==> src/logic/sdas_pkg.sv <==
// Package for the delta-sigma conversion sequencer.
// Assumes one system clock; holds modes, counts, limits and carriers.
package sdas_pkg;
  // Conversion modes selected by the controlling party.
  typedef enum logic [1:0] {
    SDAS_MODE_SINGLE = 2'h0,
    SDAS_MODE_MULTI = 2'h1,
    SDAS_MODE_CONT = 2'h2,
    SDAS_MODE_TURBO = 2'h3
  } sdas_mode_e;
  // Samples held in the decimator pipeline.
  localparam int SDAS_PIPE_DEPTH = 4;
  // Conversions that only prime the pipeline.
  localparam int SDAS_PRIME_CONV = 3;
  // Least and most resolution for the turbo shortcut.
  localparam logic [4:0] SDAS_TURBO_MIN_RES = 5'h11;
  localparam logic [4:0] SDAS_TURBO_MAX_RES = 5'h14;
  // Default modulator bits accumulated per conversion.
  localparam int SDAS_OSR_DEFAULT = 16;
  // Reset value of the done status.
  localparam logic SDAS_DONE_RST = 1'b0;
  // Configuration carried as one group.
  typedef struct packed {
    sdas_mode_e mode;
    logic [4:0] resolution;
  } sdas_cfg_s;
endpackage : sdas_pkg

==> src/logic/sdas_sequencer.sv <==
// Conversion sequencer and decimator for an oversampling converter.
// Assumes the modulator bit, start strobe and mux-change arrive from
// outside the clock domain; read strobe and config come from local logic.
`timescale 1ns/1ps
`default_nettype none
module sdas_sequencer
  import sdas_pkg::*;
#(
  parameter int OSR = SDAS_OSR_DEFAULT,
  parameter int RES_W = 20
) (
  input wire logic clk_in,
  input wire logic resetn_in,
  input wire logic clk_en_in,
  input wire sdas_cfg_s cfg_in,
  input wire logic start_bit_in,
  input wire logic start_strobe_in,
  input wire logic stop_in,
  input wire logic mod_bit_in,
  input wire logic mux_change_in,
  input wire logic result_read_in,
  output logic [RES_W-1:0] result_out,
  output logic done_out,
  output logic status_out,
  output logic busy_out
);
  //////////////////////////////////////////////////////////////////////
  localparam int CW = $clog2(OSR + 1);
  localparam int SW = CW + 2;
  // Sequencer states, one-hot.
  typedef enum logic [3:0] {
    SDAS_ST_STANDBY = 4'b0001,
    SDAS_ST_PRIME = 4'b0010,
    SDAS_ST_RUN = 4'b0100,
    SDAS_ST_WAIT = 4'b1000
  } sdas_state_e;
  sdas_state_e state_q;
  // Three-stage synchronisers; stage one feeds only stage two.
  logic [2:0] bit_sync_q;
  logic [2:0] soc_sync_q;
  logic [2:0] mux_sync_q;
  logic bit_val_q; // Filtered modulator bit.
  logic soc_lvl_q; // Filtered start strobe level.
  logic mux_lvl_q; // Filtered mux-change level.
  logic soc_pulse; // Rising edge of the filtered strobe.
  logic mux_pulse; // Rising edge of the filtered mux change.
  logic start_ev; // Any start request.
  logic [CW-1:0] osr_cnt_q; // Bits taken in the current conversion.
  logic [CW-1:0] acc_q; // Ones counted in the current conversion.
  logic [CW-1:0] pipe_q [SDAS_PIPE_DEPTH]; // Last four conversions.
  logic [2:0] fill_q; // Valid conversions in the pipeline.
  logic conv_end; // Last modulator bit of a conversion.
  logic [SW-1:0] pipe_sum; // Sum of the new entry and the three newest pipeline entries.
  logic turbo_long; // Turbo with 17 to 20 bits resolution.
  logic restart_each; // Clear pipeline before every sample.
  logic result_ready; // A valid result is produced this cycle.
  //////////////////////////////////////////////////////////////////////
  // Synchronise the outside pins; a change counts when stages 2 and 3
  // agree, which rejects a single-cycle glitch at the cost of latency.
  always_ff @(posedge clk_in or negedge resetn_in) begin
    if (!resetn_in) begin
      bit_sync_q <= 3'h0;
      soc_sync_q <= 3'h0;
      mux_sync_q <= 3'h0;
      bit_val_q <= 1'b0;
      soc_lvl_q <= 1'b0;
      mux_lvl_q <= 1'b0;
    end else if (clk_en_in) begin
      bit_sync_q <= {bit_sync_q[1:0], mod_bit_in};
      soc_sync_q <= {soc_sync_q[1:0], start_strobe_in};
      mux_sync_q <= {mux_sync_q[1:0], mux_change_in};
      if (bit_sync_q[1] == bit_sync_q[2]) begin
        bit_val_q <= bit_sync_q[2];
      end
      if (soc_sync_q[1] == soc_sync_q[2]) begin
        soc_lvl_q <= soc_sync_q[2];
      end
      if (mux_sync_q[1] == mux_sync_q[2]) begin
        mux_lvl_q <= mux_sync_q[2];
      end
    end
  end
  // Edges are taken between stage three and the filtered level, so an
  // unconnected (low) strobe simply never starts anything.
  assign soc_pulse = soc_sync_q[2] && (soc_sync_q[1] == soc_sync_q[2])
    && !soc_lvl_q;
  assign mux_pulse = mux_sync_q[2] && (mux_sync_q[1] == mux_sync_q[2])
    && !mux_lvl_q;
  assign start_ev = start_bit_in || soc_pulse;
  //////////////////////////////////////////////////////////////////////
  // Turbo shortcut applies only between 17 and 20 bits.
  assign turbo_long = (cfg_in.mode == SDAS_MODE_TURBO) &&
    (cfg_in.resolution >= SDAS_TURBO_MIN_RES) &&
    (cfg_in.resolution <= SDAS_TURBO_MAX_RES);
  assign restart_each = (cfg_in.mode == SDAS_MODE_MULTI) ||
    ((cfg_in.mode == SDAS_MODE_TURBO) && !turbo_long);
  //////////////////////////////////////////////////////////////////////
  // Oversampling counter and ones accumulator; a conversion spans OSR
  // modulator bits while the sequencer is converting.
  assign conv_end = (osr_cnt_q == CW'(OSR - 1)) &&
    ((state_q == SDAS_ST_PRIME) || (state_q == SDAS_ST_RUN));
  always_ff @(posedge clk_in or negedge resetn_in) begin
    if (!resetn_in) begin
      osr_cnt_q <= '0;
      acc_q <= '0;
    end else if (clk_en_in) begin
      if ((state_q == SDAS_ST_PRIME) || (state_q == SDAS_ST_RUN)) begin
        if (conv_end) begin
          osr_cnt_q <= '0;
          acc_q <= '0;
        end else begin
          osr_cnt_q <= osr_cnt_q + 1'b1;
          acc_q <= acc_q + CW'(bit_val_q);
        end
      end else begin
        osr_cnt_q <= '0;
        acc_q <= '0;
      end
    end
  end
  //////////////////////////////////////////////////////////////////////
  // Four-entry decimator pipeline, one generate per entry.
  logic [CW-1:0] conv_val;
  assign conv_val = acc_q + CW'(bit_val_q);
  for (genvar i = 0; i < SDAS_PIPE_DEPTH; i++) begin : g_pipe
    always_ff @(posedge clk_in or negedge resetn_in) begin
      if (!resetn_in) begin
        pipe_q[i] <= '0;
      end else if (clk_en_in && conv_end) begin
        if (i == 0) begin
          pipe_q[i] <= conv_val;
        end else begin
          pipe_q[i] <= pipe_q[i-1];
        end
      end
    end
  end
  // Result is the sum of the new conversion and the three before it.
  assign pipe_sum = SW'(conv_val) + SW'(pipe_q[0]) + SW'(pipe_q[1])
    + SW'(pipe_q[2]);
  // Fill level; a mux change or a restart empties it again.
  always_ff @(posedge clk_in or negedge resetn_in) begin
    if (!resetn_in) begin
      fill_q <= 3'h0;
    end else if (clk_en_in) begin
      if (mux_pulse || state_q == SDAS_ST_STANDBY ||
          state_q == SDAS_ST_WAIT) begin
        fill_q <= 3'h0;
      end else if (conv_end && fill_q < 3'(SDAS_PIPE_DEPTH)) begin
        fill_q <= fill_q + 3'h1;
      end
    end
  end
  // Valid from the fourth conversion on since the pipeline was emptied.
  assign result_ready = conv_end && !mux_pulse &&
    (fill_q >= 3'(SDAS_PRIME_CONV));
  //////////////////////////////////////////////////////////////////////
  // Sequencer. WAIT holds single mode until the result is taken, and
  // holds restart modes while the pipeline is cleared.
  always_ff @(posedge clk_in or negedge resetn_in) begin
    if (!resetn_in) begin
      state_q <= SDAS_ST_STANDBY;
    end else if (clk_en_in) begin
      case (state_q)
        SDAS_ST_STANDBY: begin
          if (start_ev) begin
            state_q <= SDAS_ST_PRIME;
          end
        end
        SDAS_ST_PRIME: begin
          if (stop_in) begin
            state_q <= SDAS_ST_STANDBY;
          end else if (result_ready) begin
            if (cfg_in.mode == SDAS_MODE_SINGLE) begin
              state_q <= SDAS_ST_WAIT;
            end else if (restart_each) begin
              state_q <= SDAS_ST_WAIT;
            end else begin
              state_q <= SDAS_ST_RUN;
            end
          end
        end
        SDAS_ST_RUN: begin
          // Continuous and long turbo keep the pipeline primed.
          if (stop_in) begin
            state_q <= SDAS_ST_STANDBY;
          end
        end
        SDAS_ST_WAIT: begin
          if (cfg_in.mode == SDAS_MODE_SINGLE) begin
            if (result_read_in) begin
              state_q <= SDAS_ST_STANDBY;
            end
          end else if (stop_in) begin
            state_q <= SDAS_ST_STANDBY;
          end else begin
            state_q <= SDAS_ST_PRIME;
          end
        end
        default: begin
          state_q <= SDAS_ST_STANDBY;
        end
      endcase
    end
  end
  //////////////////////////////////////////////////////////////////////
  // Result, status and done. A new result wins over a same-cycle read
  // so no completion is ever lost.
  always_ff @(posedge clk_in or negedge resetn_in) begin
    if (!resetn_in) begin
      result_out <= '0;
      status_out <= SDAS_DONE_RST;
      done_out <= SDAS_DONE_RST;
    end else if (clk_en_in) begin
      if (result_ready && state_q != SDAS_ST_STANDBY) begin
        result_out <= RES_W'(pipe_sum);
        status_out <= 1'b1;
        done_out <= 1'b1;
      end else if (result_read_in) begin
        status_out <= 1'b0;
        done_out <= 1'b0;
      end
    end
  end
  // Busy shows a conversion in progress.
  always_ff @(posedge clk_in or negedge resetn_in) begin
    if (!resetn_in) begin
      busy_out <= 1'b0;
    end else if (clk_en_in) begin
      busy_out <= (state_q == SDAS_ST_PRIME) || (state_q == SDAS_ST_RUN);
    end
  end
  //////////////////////////////////////////////////////////////////////
  // Checks.
  // Converting cycles since the pipeline was last emptied. This is kept
  // apart from the fill count, so that the priming check does not lean
  // on the very logic that it guards.
  logic [15:0] since_empty_q;
  always_ff @(posedge clk_in or negedge resetn_in) begin
    if (!resetn_in) begin
      since_empty_q <= 16'h0000;
    end else if (clk_en_in) begin
      if (mux_pulse || state_q == SDAS_ST_STANDBY ||
          state_q == SDAS_ST_WAIT) begin
        since_empty_q <= 16'h0000;
      end else if (since_empty_q != 16'hffff) begin
        since_empty_q <= since_empty_q + 16'h0001;
      end
    end
  end
endmodule : sdas_sequencer
`default_nettype wire

==> config.mk <==
export PLATFORM = sky130hd
export DESIGN_NAME = sdas_sequencer
export DESIGN_NICKNAME = d
export VERILOG_FILES = /design/src/logic/sdas_pkg.sv /design/src/logic/sdas_sequencer.sv
export SDC_FILE = /design/constraint.sdc
export NUM_CORES = 1
export LEC_CHECK = 0
export BUFFER_PORTS_ARGS = -buffer_cell sky130_fd_sc_hd__buf_4
export CORE_ASPECT_RATIO = 1.1
export CORE_MARGIN = 2
export CORE_UTILIZATION = 52
export CTS_CLUSTER_DIAMETER = 80
export DETAILED_ROUTE_END_ITERATION = 10
export PLACE_DENSITY_LB_ADDON = 0.2
export REMOVE_ABC_BUFFERS = 1
export SYNTH_ARGS = -nofsm -noshare
export SYNTH_HDL_FRONTEND = slang
export SYNTH_SLANG_ARGS = --single-unit
export TNS_END_PERCENT = 50
==> constraint.sdc <==
create_clock -name clk_in -period 2.9 [get_ports clk_in]
set_input_delay 0.29 -clock clk_in [delete_from_list [all_inputs] [get_ports clk_in]]
set_output_delay 0.29 -clock clk_in [all_outputs]
set_load 0.02 [all_outputs]
==> impl_metrics.json <==
{
  "final_cells": 376,
  "critPathArrivalTime_ps": 2970,
  "min_period_over_period_pct": 95.7,
  "dieHeight_um": 83.5,
  "avgSynthCellArea_um2": 11.0,
  "numClockSinks": 53,
  "multi_input_comb_area_mm2": 0.00144,
  "setup_violations": 0,
  "clockPowerShare_pct": 31.1,
  "p_int_w": 0.00136,
  "seq_area_mm2": 0.00133,
  "cp-start-kind": "flop",
  "totalWireLength_mm": 5.03,
  "synth_top_area_share_pct": 43.6,
  "remaining_drc_errors": 0,
  "vdd_drop_max_mv": 0.300,
  "dp_hpwl_mm": 3.61,
  "final_max_slew_viol_count": 0,
  "n_antenna_cell": 0,
  "via_per_inst": 5.16,
  "dieArea_mm2": 0.00636,
  "switching_share_pct": 29.5,
  "power.switching_w": 0.000569,
  "numCtsBuffers": 5,
  "clkTransAtPathRegs_ps": 100,
  "critical_path_cell_count": 11,
  "seq_area_frac_synth_pct": 44.5,
  "cp.buffers_inverters": 2,
  "synth_ff_type": "dfrtp_1",
  "synthTopCellsByCount": "dfrtp_1 (52), inv_1 (32), o21ai_0 (23), nand2_1 (22), mux2_2 (17)",
  "dp.cells": 367,
  "end_kind": "flop",
  "vias": 1939,
  "synth_area_mm2": 0.00299,
  "drive_gt1_share_pct": 23.6,
  "tritoncts": "built",
  "htreeDepth": 2,
  "grt_pass1_vias": 1925,
  "grtUsageTotal_pct": 17.0,
  "p_leak_nw": 1.63,
  "critical_path.top_delay_family": "adder cells",
  "wl_per_cell_um": 13.4,
  "cts_hold_buf": 0,
  "core_mm2": 0.00547,
  "rows": 28,
  "ys_types": 48,
  "fin_tns_setup_ps": 0,
  "synth_edf_count": 0,
  "clockBufferDepth": 2,
  "skew_ps": 8.37,
  "critPathKind": "flop to flop",
  "p_comb_share_pct": 22.6,
  "final_nets": 339,
  "max_slew.worst_pin.slew_ps": 649,
  "relSlewSlack_pct": 56.8,
  "grt_pass1_wl_mm": 8.79,
  "cp.required_ps": 3100,
  "die_w_um": 76.2,
  "hold_path.class": "input pin to async pin",
  "synth.area.top_cells": "dfrtp_1 (44%), fa_1 (6.7%), mux2_2 (6.4%)",
  "maxCapViolCount": 0,
  "syn-instance-count": 271,
  "dr.first_iter.drc_count": 91,
  "gp_congestion": 0.756,
  "seqPwrFrac_pct": 46.3,
  "portBuffers": 25,
  "clockRootBuffer": "clkbuf_8",
  "slowest_stage": "fa_1",
  "syn_to_final_growth_pct": 12.9,
  "grt_max_degree": 54,
  "postRouteAntennaNets": 0,
  "nFillCells": 456,
  "grt_overflow_total": 0,
  "ys_warn_count": 0,
  "crit_chain": "ha_2 -> ha_1 -> inv_1 -> fa_1 -> inv_1 -> ha_2 -> fa_2 -> a21o_1 -> a21oi_2 -> xnor2_1 -> mux2_2",
  "ioPinCount": 39,
  "hold_violations": 0,
  "synth_most_common_cell": "dfrtp_1",
  "fin_crit_ps": 2780,
  "clk_latency_ps": 310,
  "async_flop_share_pct": 100,
  "slowest_delay_ps": 520,
  "ys_seq_elements": 53,
  "initial_core_util_pct": 54.6,
  "fmax_mhz": 360,
  "critPathMaxFanout": 2,
  "drt_first_pass_iters": 4,
  "status": "finished clean",
  "antenna_found_initial": 0,
  "reg2regPathDepth": 11,
  "p_per_area_mw_per_mm2": 572,
  "synth.largest_area_cell": "dfrtp_1"
}
==> layout make-up <==
type,count,area share (%)
multi-input cells,175,42.8
flip-flops and latches,53,39.4
clock inverters,3,2.04
inverters,32,3.56
well taps,75,2.78
clock buffers,5,2.04
repair buffers,33,7.35
==> power groups by stage <==
stage	clock, W	sequential (W)	combinational, W
after floorplan	0	0.000897	0.000294
after global placement	0	0.000904	0.000416
after detailed placement	0	0.000908	0.000425
after CTS	0.000614	0.000893	0.000430
after global routing	0.000639	0.000908	0.000494
final	0.000599	0.000894	0.000436
==> stage by stage <==
step           hold slack (ps)  setup WS (ps)  area [um^2]  util (%)  power [W]
2_1_floorplan            -5.59           40.5         2880         -    0.00119
3_3_place_gp               375           23.9         3210      58.8    0.00132
3_5_place_dp               367          -9.67         3210      58.8    0.00133
4_1_cts                   21.8           43.4         3360      61.4    0.00194
5_1_grt                   46.2          -9.34         3370      61.7    0.00204
6_report                  3.48            123         3370      61.7    0.00193
==> metal layers <==
metal  global-route usage (%)  share of wire, %  vias to the layer above
li1                         -                 -                      955
met1                     22.8                48                      950
met2                     27.4                48                       30
met3                     3.79               3.3                        4
met4                     5.45              0.98                        0
met5                        0                 0                        -
==> what timing repair did <==
item	4_1_cts	5_1_grt
gates resized for setup	2	2
pin swaps	0	1
setup endpoints to repair	1	3
buffers inserted	0	1
==> sequential cells by signal, summed over array words and instances, names as in the netlist, 3 cells and up <==
register,flops
soc_sync_q,3
pipe_q,15
acc_q,5
mux_sync_q,3
osr_cnt_q,5
result_out,7
state_q,4
bit_sync_q,3
fill_q,3
==> kinds of logic (layout without fill, tap and decap cells) <==
| group | after synthesis | after routing | share of synthesized area (%) |
|---|---|---|---|
| other | 1 | 13 | 0.126 |
| flip-flops | 53 | 53 | 44.5 |
| XOR/XNOR | 9 | 9 | 2.64 |
| adder cells (fa/ha/maj) | 23 | 23 | 12.2 |
| AO/OA/AOI/OAI | 53 | 53 | 12.8 |
| buffers and inverters | 55 | 73 | 9.05 |
| multiplexers | 22 | 22 | 8.17 |
| AND/OR/NAND/NOR | 55 | 55 | 10.6 |
==> final timing paths <==
path	slack (ps)	end	from
worst max register to register	120	result_out[5]	bit_val_q
max in group asynchronous	2470	result_out[5]	resetn_in
min in group clk_in	210	bit_sync_q[0]	mod_bit_in
worst min-delay path	3	soc_sync_q[2]	resetn_in
worst min register to register	480	pipe_q[9]	pipe_q[9]
worst max-delay path	120	result_out[5]	bit_val_q
==> cell usage in the layout, fill, tap and decap left out, types with 2 or more instances in the layout <==
cell type,n
xor2_1,4
bufinv_16,2
fa_1,9
mux2_2,17
a21o_1,2
mux2i_1,3
o21a_1,2
o221ai_1,2
ha_1,11
a21boi_0,2
nand3_1,7
xnor2_1,5
inv_1,32
a211o_1,2
ha_2,2
nand2b_1,3
nand3b_1,2
nor3_1,4
clkbuf_8,5
nand2_1,22
o21ai_0,23
o31ai_1,3
o41ai_1,3
conb_1,13
dfrtp_1,52
mux2_1,2
o2bb2ai_1,5
a21oi_1,4
nor2_1,4
buf_4,33
No activity file was read; power rests on OpenSTA's default activity.
